**src/logic/timer_pkg.sv**
```systemverilog
// Shared constants for the five-channel timer status and enable bank.
// Assumes byte addressing on the CPU port; 16-bit words are big-endian.
package timer_pkg;

  // Channel count and address layout
  localparam int          NUM_CH       = 5;
  localparam int          ADDR_W       = 7;
  localparam int          CH_SHIFT     = 4;     // 16 bytes per channel
  localparam logic [3:0]  OFS_COUNTER  = 4'h0;
  localparam logic [3:0]  OFS_GEN_A    = 4'h2;
  localparam logic [3:0]  OFS_GEN_B    = 4'h4;
  localparam logic [3:0]  OFS_BUF_A    = 4'h6;
  localparam logic [3:0]  OFS_BUF_B    = 4'h8;
  localparam logic [3:0]  OFS_STATUS   = 4'ha;
  localparam logic [3:0]  OFS_IRQ_EN   = 4'hb;

  // Flag and enable bit positions (same in both 8-bit registers)
  localparam int          BIT_A        = 0;
  localparam int          BIT_B        = 1;
  localparam int          BIT_WRAP     = 2;

  // Reset images; bit 7 is undefined and reads as 0 here
  localparam logic [7:0]  STATUS_RESET = 8'h78;
  localparam logic [7:0]  IRQ_EN_RESET = 8'h78;
  localparam logic [7:0]  FIXED_ONES   = 8'h78;

  // Counter end points
  localparam logic [15:0] CNT_MAX      = 16'hffff;
  localparam logic [15:0] CNT_ZERO     = 16'h0000;

endpackage : timer_pkg

```
**src/logic/timer_status_irq_regs.sv**
```systemverilog
// Five-channel timer register bank: counters, general and buffer words,
// status flags and interrupt enables, reached from the CPU port.
// Assumes CPU strobes and timer events are synchronous to sys_clk.
`timescale 1ns/10ps
`default_nettype none

module timer_status_irq_regs (
  // Clock, reset, standby
  input  wire logic                           sys_clk,
  input  wire logic                           reset,
  input  wire logic                           standby,
  // CPU register port
  input  wire logic [timer_pkg::ADDR_W-1:0]   cpu_addr,
  input  wire logic                           cpu_rd,
  input  wire logic                           cpu_wr,
  input  wire logic                           cpu_word,
  input  wire logic [15:0]                    cpu_wdata,
  output logic      [15:0]                    cpu_rdata,
  // Counting events per channel
  input  wire logic [timer_pkg::NUM_CH-1:0]   count_step,
  input  wire logic [timer_pkg::NUM_CH-1:0]   count_down,
  // Mode selections
  input  wire logic                           phase_count_sel,
  input  wire logic                           combo_mode_hi,
  input  wire logic                           combo_mode_lo,
  // General register roles and capture strobes
  input  wire logic [timer_pkg::NUM_CH-1:0]   capture_mode_a,
  input  wire logic [timer_pkg::NUM_CH-1:0]   capture_mode_b,
  input  wire logic [timer_pkg::NUM_CH-1:0]   capture_a,
  input  wire logic [timer_pkg::NUM_CH-1:0]   capture_b,
  // DMA service of request A
  input  wire logic [timer_pkg::NUM_CH-1:0]   dma_ack_a,
  // Interrupt requests
  output logic      [timer_pkg::NUM_CH-1:0]   wrap_irq,
  output logic      [timer_pkg::NUM_CH-1:0]   match_capture_irq_a,
  output logic      [timer_pkg::NUM_CH-1:0]   match_capture_irq_b
);
  import timer_pkg::*;

  //////////////////////////////////////////////////////////////////////////
  // Address decode helpers

  // Channel number held in the upper address bits
  function automatic logic [2:0] chan_of(input logic [ADDR_W-1:0] a);
    chan_of = a[ADDR_W-1:CH_SHIFT];
  endfunction : chan_of

  // Even word offset within a channel
  function automatic logic [3:0] word_ofs(input logic [ADDR_W-1:0] a);
    word_ofs = {a[3:1], 1'b0};
  endfunction : word_ofs

  // Byte lane select for one 16-bit register: {hi, lo}
  function automatic logic [1:0] lanes(input logic [ADDR_W-1:0] a,
                                       input logic              word,
                                       input logic [3:0]        ofs);
    if (word_ofs(a) != ofs) begin
      lanes = 2'b00;
    end else if (word) begin
      lanes = a[0] ? 2'b00 : 2'b11;
    end else begin
      lanes = a[0] ? 2'b01 : 2'b10;
    end
  endfunction : lanes

  //////////////////////////////////////////////////////////////////////////
  // Shared decode

  logic [2:0]  acc_ch;
  logic        ch_ok;
  logic        byte_acc;
  logic        hit_status;
  logic        hit_irq_en;
  logic [7:0]  byte_wdata;
  logic [1:0]  lane_cnt;
  logic [1:0]  lane_ga;
  logic [1:0]  lane_gb;
  logic [1:0]  lane_ba;
  logic [1:0]  lane_bb;

  // Word data on 15:0; a byte sits on 7:0 whichever address it goes to
  assign acc_ch     = chan_of(cpu_addr);
  assign ch_ok      = (acc_ch < 3'(NUM_CH));
  assign byte_acc   = ~cpu_word;
  assign byte_wdata = cpu_wdata[7:0];
  // The 8-bit registers answer byte access only
  assign hit_status = ch_ok && byte_acc && (cpu_addr[3:0] == OFS_STATUS);
  assign hit_irq_en = ch_ok && byte_acc && (cpu_addr[3:0] == OFS_IRQ_EN);
  // Word or single-byte lanes of the 16-bit registers
  assign lane_cnt   = ch_ok ? lanes(cpu_addr, cpu_word, OFS_COUNTER)
                            : 2'b00;
  assign lane_ga    = ch_ok ? lanes(cpu_addr, cpu_word, OFS_GEN_A) : 2'b00;
  assign lane_gb    = ch_ok ? lanes(cpu_addr, cpu_word, OFS_GEN_B) : 2'b00;
  assign lane_ba    = ch_ok ? lanes(cpu_addr, cpu_word, OFS_BUF_A) : 2'b00;
  assign lane_bb    = ch_ok ? lanes(cpu_addr, cpu_word, OFS_BUF_B) : 2'b00;

  // Up/down capability per channel
  logic [NUM_CH-1:0] updown_ok;

  // Only channel 2 and the complementary pair may count downward
  assign updown_ok = {{2{combo_mode_hi & ~combo_mode_lo}},
                      phase_count_sel, 2'b00};

  //////////////////////////////////////////////////////////////////////////
  // Per-channel datapath and flags

  logic [15:0] counter_q [NUM_CH];
  logic [15:0] gen_a_q   [NUM_CH];
  logic [15:0] gen_b_q   [NUM_CH];
  logic [15:0] buf_a_q   [NUM_CH];
  logic [15:0] buf_b_q   [NUM_CH];
  logic [7:0]  status_q  [NUM_CH];
  logic [7:0]  irq_en_q  [NUM_CH];
  logic [NUM_CH-1:0] stepped_r;

  // Remember a count step so a match is taken on the new value only
  always_ff @(posedge sys_clk) begin
    if (reset) begin
      stepped_r <= '0;
    end else begin
      stepped_r <= count_step;
    end
  end

  for (genvar c = 0; c < NUM_CH; c++) begin : g_ch
    logic        sel;
    logic        going_down;
    logic [15:0] cnt_next;
    logic        wrap_up;
    logic        wrap_down;
    logic        match_a;
    logic        match_b;
    logic        cap_a;
    logic        cap_b;
    logic [2:0]  set_ev;
    logic [2:0]  req;

    assign sel        = (acc_ch == 3'(c));
    // Down request ignored unless the channel runs up/down
    assign going_down = count_down[c] & updown_ok[c];
    assign cnt_next   = going_down ? counter_q[c] - 16'h0001
                                   : counter_q[c] + 16'h0001;
    // Wrap in either direction
    assign wrap_up    = count_step[c] & ~going_down
                      & (counter_q[c] == CNT_MAX);
    assign wrap_down  = count_step[c] & going_down
                      & (counter_q[c] == CNT_ZERO);
    // Compare match on the cycle after the counter reaches the value
    assign match_a    = stepped_r[c] & ~capture_mode_a[c]
                      & (counter_q[c] == gen_a_q[c]);
    assign match_b    = stepped_r[c] & ~capture_mode_b[c]
                      & (counter_q[c] == gen_b_q[c]);
    assign cap_a      = capture_a[c] & capture_mode_a[c];
    assign cap_b      = capture_b[c] & capture_mode_b[c];
    assign set_ev     = {wrap_up | wrap_down, match_b | cap_b, match_a | cap_a};

    // Counter: steps by hardware, CPU write takes priority
    word_reg16 u_counter (
      .sys_clk (sys_clk),
      .reset   (reset),
      .we_hi   (cpu_wr & sel & lane_cnt[1]),
      .we_lo   (cpu_wr & sel & lane_cnt[0]),
      .wdata   (cpu_word ? cpu_wdata : {byte_wdata, byte_wdata}),
      .hw_load (count_step[c]),
      .hw_data (cnt_next),
      .q       (counter_q[c])
    );

    // General register A: loads the counter on capture
    word_reg16 u_gen_a (
      .sys_clk (sys_clk),
      .reset   (reset),
      .we_hi   (cpu_wr & sel & lane_ga[1]),
      .we_lo   (cpu_wr & sel & lane_ga[0]),
      .wdata   (cpu_word ? cpu_wdata : {byte_wdata, byte_wdata}),
      .hw_load (cap_a),
      .hw_data (counter_q[c]),
      .q       (gen_a_q[c])
    );

    // General register B: loads the counter on capture
    word_reg16 u_gen_b (
      .sys_clk (sys_clk),
      .reset   (reset),
      .we_hi   (cpu_wr & sel & lane_gb[1]),
      .we_lo   (cpu_wr & sel & lane_gb[0]),
      .wdata   (cpu_word ? cpu_wdata : {byte_wdata, byte_wdata}),
      .hw_load (cap_b),
      .hw_data (counter_q[c]),
      .q       (gen_b_q[c])
    );

    // Buffer registers: CPU storage only, transfers live elsewhere
    word_reg16 u_buf_a (
      .sys_clk (sys_clk),
      .reset   (reset),
      .we_hi   (cpu_wr & sel & lane_ba[1]),
      .we_lo   (cpu_wr & sel & lane_ba[0]),
      .wdata   (cpu_word ? cpu_wdata : {byte_wdata, byte_wdata}),
      .hw_load (1'b0),
      .hw_data (16'h0000),
      .q       (buf_a_q[c])
    );

    word_reg16 u_buf_b (
      .sys_clk (sys_clk),
      .reset   (reset),
      .we_hi   (cpu_wr & sel & lane_bb[1]),
      .we_lo   (cpu_wr & sel & lane_bb[0]),
      .wdata   (cpu_word ? cpu_wdata : {byte_wdata, byte_wdata}),
      .hw_load (1'b0),
      .hw_data (16'h0000),
      .q       (buf_b_q[c])
    );

    // Independent flags and enables for this channel
    status_channel u_status (
      .sys_clk    (sys_clk),
      .reset      (reset),
      .standby    (standby),
      .hw_set     (set_ev),
      .dma_clr_a  ((c < 4) ? dma_ack_a[c] : 1'b0),
      .rd_status  (cpu_rd & sel & hit_status),
      .wr_status  (cpu_wr & sel & hit_status),
      .wr_irq_en  (cpu_wr & sel & hit_irq_en),
      .wdata      (byte_wdata),
      .status_img (status_q[c]),
      .irq_en_img (irq_en_q[c]),
      .irq_req    (req)
    );

    assign match_capture_irq_a[c] = req[BIT_A];
    assign match_capture_irq_b[c] = req[BIT_B];
    assign wrap_irq[c]            = req[BIT_WRAP];
  end

  //////////////////////////////////////////////////////////////////////////
  // Read data

  logic [15:0] word_sel;
  logic [15:0] rd_mux;
  logic [15:0] rdata_r;
  logic [2:0]  rd_ch;

  assign rd_ch = ch_ok ? acc_ch : 3'd0;

  // Selected 16-bit register; unmapped offsets give zero
  always_comb begin
    case (word_ofs(cpu_addr))
      OFS_COUNTER: word_sel = counter_q[rd_ch];
      OFS_GEN_A:   word_sel = gen_a_q[rd_ch];
      OFS_GEN_B:   word_sel = gen_b_q[rd_ch];
      OFS_BUF_A:   word_sel = buf_a_q[rd_ch];
      OFS_BUF_B:   word_sel = buf_b_q[rd_ch];
      default:     word_sel = 16'h0000;
    endcase
  end

  // Word at even address, byte on the low lane, zero elsewhere
  always_comb begin
    if (!ch_ok) begin
      rd_mux = 16'h0000;
    end else if (hit_status) begin
      rd_mux = {8'h00, status_q[rd_ch]};
    end else if (hit_irq_en) begin
      rd_mux = {8'h00, irq_en_q[rd_ch]};
    end else if (cpu_word) begin
      rd_mux = cpu_addr[0] ? 16'h0000 : word_sel;
    end else begin
      rd_mux = {8'h00, cpu_addr[0] ? word_sel[7:0]
                                   : word_sel[15:8]};
    end
  end

  // Registered read data, held until the next read
  always_ff @(posedge sys_clk) begin
    if (reset) begin
      rdata_r <= 16'h0000;
    end else if (cpu_rd) begin
      rdata_r <= rd_mux;
    end
  end

  assign cpu_rdata = rdata_r;

endmodule : timer_status_irq_regs

`default_nettype wire

```
**src/logic/word_reg16.sv**
```systemverilog
// One 16-bit counter, general or buffer register.
// Assumes the parent decodes byte lanes; a CPU write beats a hardware load.
`timescale 1ns/10ps
`default_nettype none

module word_reg16 (
  // Clock and reset
  input  wire logic        sys_clk,
  input  wire logic        reset,
  // CPU byte lanes
  input  wire logic        we_hi,
  input  wire logic        we_lo,
  input  wire logic [15:0] wdata,
  // Hardware load
  input  wire logic        hw_load,
  input  wire logic [15:0] hw_data,
  // Contents
  output logic      [15:0] q
);

  logic [15:0] q_r;
  logic [15:0] q_nxt;

  // Per-lane merge so a byte write keeps the other byte
  assign q_nxt[15:8] = we_hi ? wdata[15:8]
                     : (we_lo ? q_r[15:8] : (hw_load ? hw_data[15:8] : q_r[15:8]));
  assign q_nxt[7:0]  = we_lo ? wdata[7:0]
                     : (we_hi ? q_r[7:0] : (hw_load ? hw_data[7:0] : q_r[7:0]));
  assign q           = q_r;

  // Storage
  always_ff @(posedge sys_clk) begin
    if (reset) begin
      q_r <= 16'h0000;
    end else begin
      q_r <= q_nxt;
    end
  end

endmodule : word_reg16

`default_nettype wire

```
**src/logic/status_channel.sv**
```systemverilog
// Status flags and interrupt enables of one channel.
// Assumes set strobes are one-cycle pulses on sys_clk.
`timescale 1ns/10ps
`default_nettype none

module status_channel (
  // Clock, reset, standby
  input  wire logic       sys_clk,
  input  wire logic       reset,
  input  wire logic       standby,
  // Hardware set and clear events
  input  wire logic [2:0] hw_set,
  input  wire logic       dma_clr_a,
  // CPU access
  input  wire logic       rd_status,
  input  wire logic       wr_status,
  input  wire logic       wr_irq_en,
  input  wire logic [7:0] wdata,
  // Register images and requests
  output logic      [7:0] status_img,
  output logic      [7:0] irq_en_img,
  output logic      [2:0] irq_req
);
  import timer_pkg::*;

  logic [2:0] flag_r;
  logic [2:0] flag_nxt;
  logic [2:0] armed_r;
  logic [2:0] armed_nxt;
  logic [2:0] en_r;
  logic [2:0] sw_clr;
  logic [2:0] dma_clr;

  // Only a 0 after a read-as-1 clears; a written 1 does nothing
  assign sw_clr   = {3{wr_status}} & armed_r & ~wdata[2:0];
  assign dma_clr  = {2'b00, dma_clr_a};
  // Set wins over any clear arriving in the same cycle
  assign flag_nxt = hw_set | (flag_r & ~(sw_clr | dma_clr));
  // Arm on a read that sees 1; any write to status disarms
  assign armed_nxt = wr_status ? 3'b000
                   : (armed_r | ({3{rd_status}} & flag_r)) & flag_nxt;

  assign status_img = FIXED_ONES | {5'b00000, flag_r};
  assign irq_en_img = FIXED_ONES | {5'b00000, en_r};
  assign irq_req    = flag_r & en_r;

  // Flags; standby initialises like reset
  always_ff @(posedge sys_clk) begin
    if (reset || standby) begin
      flag_r  <= STATUS_RESET[2:0];
      armed_r <= 3'b000;
    end else begin
      flag_r  <= flag_nxt;
      armed_r <= armed_nxt;
    end
  end

  // Enables
  always_ff @(posedge sys_clk) begin
    if (reset || standby) begin
      en_r <= IRQ_EN_RESET[2:0];
    end else if (wr_irq_en) begin
      en_r <= wdata[2:0];
    end
  end

endmodule : status_channel

`default_nettype wire

```
**config.mk**
```make
export PLATFORM = sky130hd
export DESIGN_NAME = timer_status_irq_regs
export DESIGN_NICKNAME = d
export VERILOG_FILES = /design/src/logic/timer_pkg.sv /design/src/logic/timer_status_irq_regs.sv /design/src/logic/word_reg16.sv /design/src/logic/status_channel.sv
export SDC_FILE = /design/constraint.sdc
export NUM_CORES = 2
export LEC_CHECK = 0
export ABC_CLOCK_PERIOD_IN_PS = 9200
export BUFFER_PORTS_ARGS = -buffer_cell sky130_fd_sc_hd__buf_4
export CAP_MARGIN = 20
export CORE_MARGIN = 2
export CORE_UTILIZATION = 47
export CTS_CLUSTER_SIZE = 40
export DETAILED_ROUTE_END_ITERATION = 7
export SLEW_MARGIN = 20
export SYNTH_ARGS = -nofsm -noshare
export SYNTH_HDL_FRONTEND = slang
export SYNTH_SLANG_ARGS = --single-unit
```
**constraint.sdc**
```tcl
create_clock -name sys_clk -period 9.2 [get_ports sys_clk]
set_input_delay 1.84 -clock sys_clk [delete_from_list [all_inputs] [get_ports sys_clk]]
set_output_delay 1.84 -clock sys_clk [all_outputs]
set_load 0.01 [all_outputs]
```
**Word level (Yosys, flattened, before mapping)**

Index checks and enable logic that the tools add are counted.

- Flip-flop bits (word level): 466
- Output and inout bits: 31
- Input port bits: 67
- Word-level logic and storage cells: 549

- Magnitude comparators: 2
- Add/sub/neg operators: 8
- Eq/ne operators: 59
- Bitwise operators: 202
- Muxes and demuxes: 136
- Reduce and logical (&&, ||, !) cells: 75

Operator list:

| kind | number |
|---|---|
| $mux W8 | 95 |
| $mux W16 | 19 |
| $bmux W16 S3 | 5 |
| $eq A16 B16 Y1 | 10 |
| $and A1 B1 Y1 | 123 |
| $and A3 B3 Y3 | 30 |
| $add A16 B1 Y16 const B | 5 |
| $eq A16 B16 Y1 const B | 5 |
| $pmux W16 S5 | 1 |
| $reduce_and A2 Y1 | 30 |
| $reduce_bool A2 Y1 | 30 |
| $bmux W8 S3 | 2 |
| $logic_not A16 Y1 | 3 |
| $sub A16 B1 Y16 const B | 3 |
| $ne A2 B1 Y1 const B | 15 |
| $ne A2 B2 Y1 const B | 15 |
| $or A3 B3 Y3 | 10 |
| $mux W2 | 13 |
| $not A3 Y3 | 6 |
| $not A1 Y1 | 15 |
| $or A1 B1 Y1 | 13 |
| $eq A3 B2 Y1 const B | 4 |
| $or A3 B1 Y3 | 4 |
| $reduce_or A2 Y1 | 5 |
| 14 further kinds | 21 |

**Logic depth before layout (Yosys ltp)**

- Depth after elaboration: 12
- Mapped depth: 14
- Depth with buffers taken out: 12

**By module**

A second synthesis with hierarchy kept.

- Cells, all modules: 4489
- Area, all modules: 34997.3 um^2

Modules (own cells, without submodules):

| module | cells each | area an instance (um^2) | times used | sequential area each (um^2) |
|---|---|---|---|---|
| word_reg16 | 110 | 878.3 | 25 | 320.3 |
| timer_status_irq_regs | 1494 | 10811.6 | 1 | 420.4 |
| status_channel | 49 | 445.4 | 5 | 180.2 |

**Worst setup path before layout**

OpenSTA, ideal clock, no wires.

- Kind: input to register
- Start point: input combo_mode_hi
- End point: register g_ch[4].u_counter.q_r[13]
- Setup time: 0.142 ns
- Buffers on the path: 0
- Data required time: 9.058 ns
- Slack: 4.822 ns
- Arrival time: 4.236 ns
- Cell stages on the path: 12
- Cells stage by stage: nor2b_1 -> nand2_1 -> inv_1 -> ha_1 -> a21oi_1 -> inv_1 -> a2111oi_0 -> a21boi_0 -> a41oi_1 -> nor2b_1 -> xor2_1 -> o22ai_1

- Cells in the longest elaborated chain, start to end: 6

RTL lines:

| item | line | text |
|---|---|---|
| start: declaration | timer_status_irq_regs.sv:24 | `input wire logic combo_mode_hi,` |
| $and A1 B1 Y1 | timer_status_irq_regs.sv:101 | `assign updown_ok = {{2{combo_mode_hi & ~combo_mode_lo}},` |
| $and A1 B1 Y1 | timer_status_irq_regs.sv:140 | `assign going_down = count_down[c] & updown_ok[c];` |
| $mux W16 | timer_status_irq_regs.sv:141 | `assign cnt_next = going_down ? counter_q[c] - 16'h0001` |
| $mux W8 (2 in a row) | word_reg16.sv:26 | `: (we_lo ? q_r[15:8] : (hw_load ? hw_data[15:8] : q_r[15:8]));` |
| $mux W8 | word_reg16.sv:25 | `assign q_nxt[15:8] = we_hi ? wdata[15:8]` |
| end signal: assignment | word_reg16.sv:36 | `q_r <= q_nxt;` |
| end: declaration | word_reg16.sv:21 | `logic [15:0] q_r;` |

Every way passes these cells. The select of a mux whose other input is x is not followed.
A chain may end at the register's enable or synchronous reset.

**Worst setup path after layout**

- Start point: input cpu_word
- End point: register g_ch[1].u_counter.q_r[13]

- Cells in the longest elaborated chain, start to end: 6
- Elaborated cells on any way between the ends: 10
- Classes of those cells: eq/ne: 1; mux: 5; bitwise: 2; reduce/logical: 2

RTL lines:

| item | line | text |
|---|---|---|
| start: declaration | timer_status_irq_regs.sv:16 | `input wire logic cpu_word,` |
| $mux W2 | timer_status_irq_regs.sv:59 | `end else if (word) begin` |
| $mux W2 | timer_status_irq_regs.sv:57 | `if (word_ofs(a) != ofs) begin` |
| $mux W2 | timer_status_irq_regs.sv:90 | `assign lane_cnt = ch_ok ? lanes(cpu_addr, cpu_word, OFS_COUNTER)` |
| $and A1 B1 Y1, on equally long branches | timer_status_irq_regs.sv:162, timer_status_irq_regs.sv:161 |  |
| $ne A2 B1 Y1 (no line) / $reduce_bool A2 Y1 (equally long branches) | n/a |  |
| $reduce_and A2 Y1 (no line) | n/a |  |
| end signal: assignment | word_reg16.sv:36 |  |
| end: declaration | word_reg16.sv:21 |  |

Several ways; a longest one is shown, not always the timed one.

==> results.txt <==
----------------------------------------------------
[Clocking]
  Clock edge transition at the registers on the reported setup and hold paths ... 0.06 ns
  Number of instances resized during post-cts repair ... 0
  Hold buffer count at cts ... 0
  Clk_lat worst skew ... 0.62 ns
  TritonCTS buffer count ... 54
  Setup fix buffers added after clock tree synthesis ... 0
  TritonCTS Sinks ... 466
  CTS H-tree lvls ... 2
  Clock tree from TritonCTS ... yes
  Max clock buf depth ... 3
  Root cell of the clock tree ... sky130_fd_sc_hd__clkbuf_16

[STA]
  Hold Fails Final Rpt ... 0
  Top achievable clock speed ... 207.6 MHz
  Final period utilization ... 52.35%
  Final-report setup violation count ... 0
  Rel. slew slack ... 17.23%
  Slew Viols, Final ... 0
  Least-Margin Pin Slew ... 1.233 ns
  Clock period minus final worst setup slack ... 4.816 ns
  Setup skew after layout ... 0.02935 ns
  Sum of negative setup slack ... 0 ns
  RSZ-0062 raised after global routing ... false

[Min path]
  Instance count along the most critical hold path ... 2
  Critical hold path startpoint ... g_ch[1].u_buf_a.q[3]
  Hold/Removal Path Class ... flop to flop

[Floorplan]
  Effective utilization at floorplan ... 47.39%
  Die Area ... 60010 um2
  Die Ht ... 245.0 um
  FP Rows ... 88
  Std-Cell Core Area ... 57590 um2
  I/O pin count ... 98
  Width of the chip ... 245.0 um

[Critical path]
  Beginning of the worst register-to-register path ... g_ch[3].u_counter.q[0]
  Largest delay contributor family on the critical path ... simple AND/OR/NAND/NOR gates
  Kind of critical path ... input pin to flop
  Worst-path cell with the longest stage delay ... sky130_fd_sc_hd__and2_1
  Worst-path fanout max ... 28
  Setup crit start ... cpu_word
  Arrival time reported for the critical path endpoint ... 5.31 ns
  Worst path required time ... 9.70 ns
  Ordered list of cells on the worst path ... buf_4 -> inv_1 -> ha_1 -> and2_1 -> nand3_1 -> nand4_1 -> o21ai_0 -> a311oi_1
  Number of gates on the worst path with buffers counted ... 8
  Category of the worst setup path capture point ... flop
  Buffering stage count on the worst path with inverters included ... 2
  Slack of the worst reg-to-reg path ... 5.99 ns
  Depth of the worst register-to-register path ... 10
  Worst stage delay on the critical path ... 0.82 ns
  Startpoint type of the worst setup path ... input pin

[Synth]
  Synthesized net count ... 3500
  Adder-Cell Fraction of Synth Area ... 2.329%
  Proportion of synthesized area in mux cells ... 7.615%
  Number of synthesized flops with an enable pin ... 0
  Share of the yosys chip area belonging to registers ... 34.18%
  Yosys warnings ... 0
  Main combinational cell family by area after synthesis ... compound AO/OA/AOI/OAI gates
  Gate count after technology mapping ... 3384
  Number of flip-flops and latches in the synthesized netlist ... 466
  Distinct cell type count of the synthesized netlist ... 77
  Post-synth ARST share ... 0%
  Leading register cell type out of synthesis ... sky130_fd_sc_hd__dfxtp_1
  Cell area after synthesis ... 27290 um2
  Xor-xnor portion of the synthesized cell area ... 7.060%
  Share of the synthesized area in compound gates (AO/OA/AOI/OAI) ... 21.73%
  Mean instance size in the synthesized netlist ... 8.065 um2
  Simple-Gate Fraction of Synth Area ... 21.51%

[Route]
  DR pass1 iterations ... 6
  Via density ... 6.610
  Vias after detailed routing ... 26750
  Total DRC errors in the routed layout ... 0
  Remaining antenna violation count ... 0
  DRT Wirelength ... 113.1 mm
  Number of violations reported at the end of detailed-routing iteration 0 ... 3349
  Final routed wire length divided by cell count ... 27.94 um

[Place]
  Placer's final routability congestion estimate ... 1.006
  HPWL after DPL ... 77.85 mm
  Number of buffer cells added on primary ports ... 94

[Final layout]
  Most common cell after layout, fill and taps aside ... sky130_fd_sc_hd__nor2_1
  Final net count ... 3355
  Relative area change from synthesis to final layout ... 8.995%
  Fraction of layout cells with a size suffix above 1 ... 11.91%
  Final antenna diode count ... 0
  Most used cells in the layout excluding fill and tap cells ... 470 x sky130_fd_sc_hd__nor2_1, 466 x sky130_fd_sc_hd__dfxtp_1, 303 x sky130_fd_sc_hd__nand2_1

[GRT]
  Vias in the first global route ... 24440
  Antenna violations before repair ... 3
  GRT Total Usage ... 36.73%
  Global route overflow ... 0
  Wire length of the first global-routing pass ... 164.4 mm
  Maximum number of pins on one net before global-route repair ... 139

[Pwr]
  PD cells ... 170.8 nW/um2
  Sequential share of power ... 42.8%
  Part of the total power dissipated in combinational logic ... 12.9%
  Final total power ... 5.080 mW
  Switching power ... 1.476 mW
  Largest voltage drop on the vdd net ... 153.8 uV
  Cell internal power dissipation ... 3.604 mW
  Clock network power share ... 44.3%
  Share of total power consumed by net switching ... 29.05%
  Leak ... 10.06 nW

[Run status]
  Result of the run ... finished, final reports clean

[Job]
  Number of violations of the max-capacitance limit ... 0

----------------------------------------------------
-- logic make-up (layout without fill, tap and decap cells) --
kind of cell | Yosys count | in the layout
DFF | 466 | 466
xor gates and xnor gates | 220 | 220
buffers and inverters | 363 | 261
and+or+nand+nor | 1289 | 1289
AOI/OAI and AO/OA | 873 | 873
adders and majority gates | 49 | 49
muxes | 124 | 124
-- layout make-up --
class | instances | area [um2]
multi-input cells | 2555 | 16530
well taps | 765 | 957.2
inverters | 34 | 127.6
flip-flops and latches | 466 | 9329
repair buffers | 128 | 968.4
clock inverters | 26 | 275.3
clock buffers | 73 | 1554
fillers | 5413 | 27840
-- stage by stage --
| stage | instances | util [%] | hold WS [ns] | area (um2) | worst slack [ns] |
|---|---|---|---|---|---|
| final | 4047 | 51.66 | 0.4529 | 29750 | 4.384 |
| after global routing | 4047 | 51.66 | 0.4656 | 29750 | 4.151 |
| after global placement | 3947 | 48.44 | 0.4387 | 27890 | 3.935 |
| after detailed placement | 3947 | 48.44 | 0.4463 | 27890 | 3.962 |
| after floorplan | 3384 | - | 0.4329 | 27290 | 4.822 |
| after CTS | 4046 | 51.61 | 0.4546 | 29720 | 4.583 |
-- flip-flops by register name (all words and copies together), names as in the netlist --
register and count:
g_ch.u_gen_a.q 80, g_ch.u_status.armed_r 15, cpu_rdata 16, g_ch.u_gen_b.q 80, g_ch.u_counter.q 80, g_ch.u_buf_b.q 80, stepped_r 5, g_ch.u_status.flag_r 15
g_ch.u_status.en_r 15, g_ch.u_buf_a.q 80
-- path summary, 6_finish.rpt --
path | to
worst min-delay path | g_ch[1].u_buf_a.q[3]
worst min register to register | g_ch[1].u_buf_a.q[3]
worst max register to register | g_ch[3].u_counter.q[14]
worst max-delay path | g_ch[1].u_counter.q[13]
-- cells in the mapped netlist, drive strengths merged (9+ instances only) --
library cell / number / share of area, %
nor4: 36 / 0.83
dfxtp: 466 / 34
o21a: 11 / 0.30
clkbuf: 228 / 3.1
a22oi: 57 / 1.6
a31oi: 25 / 0.96
xor2: 106 / 3.4
nand4: 48 / 1.1
nand2b: 19 / 0.44
nor2b: 24 / 0.56
a221oi: 16 / 0.51
a211oi: 207 / 5.7
inv: 34 / 0.47
a21o: 14 / 0.39
mux2: 19 / 0.78
and3: 15 / 0.34
a21oi: 275 / 5.1
o22ai: 25 / 0.57
a22o: 9 / 0.29
nor2: 494 / 7.0
nand2: 316 / 4.5
xnor2: 114 / 3.7
ha: 46 / 2.1
nor3: 47 / 0.88
nand3: 220 / 4.1
buf: 101 / 2.0
mux2i: 40 / 1.5
mux4: 65 / 5.4
and2: 24 / 0.55
o21ai: 96 / 1.9
or3: 13 / 0.30
a311oi: 93 / 3.0
-- worst register-to-register path: stages, from the launching register on --
cell and delay [ns]:
sky130_fd_sc_hd__dfxtp_1 0.70, sky130_fd_sc_hd__inv_1 0.19, sky130_fd_sc_hd__fa_1 0.50, sky130_fd_sc_hd__nor2b_1 0.16
sky130_fd_sc_hd__o21ai_0 0.13, sky130_fd_sc_hd__a21boi_0 0.35, sky130_fd_sc_hd__o21ai_0 0.26, sky130_fd_sc_hd__o31ai_1 0.39
sky130_fd_sc_hd__o41ai_1 0.13, sky130_fd_sc_hd__xor2_1 0.15, sky130_fd_sc_hd__o22ai_1 0.08
-- routing by layer --
metal / part of all wire [%] / GRT usage (%) / vias to the layer above / wire length, um
met3: 12 / 8.069 / 315 / 13240
met2: 42 / 54.27 / 1550 / 47690
li1: - / - / 11980 / -
met4: 5.8 / 18.72 / 6 / 6528
met5: 0.036 / 0 / - / 41
met1: 40 / 50.28 / 12900 / 45580
-- power groups by stage --
stage / combinational (mW) / sequential (mW) / clock (mW)
after floorplan: 0.456 / 2.14 / 0
after global placement: 0.622 / 2.21 / 0
after detailed placement: 0.632 / 2.21 / 0
after CTS: 0.635 / 2.17 / 2.26
after global routing: 0.690 / 2.18 / 2.35
final: 0.656 / 2.18 / 2.25
Power figures use the tool's default switching activity.
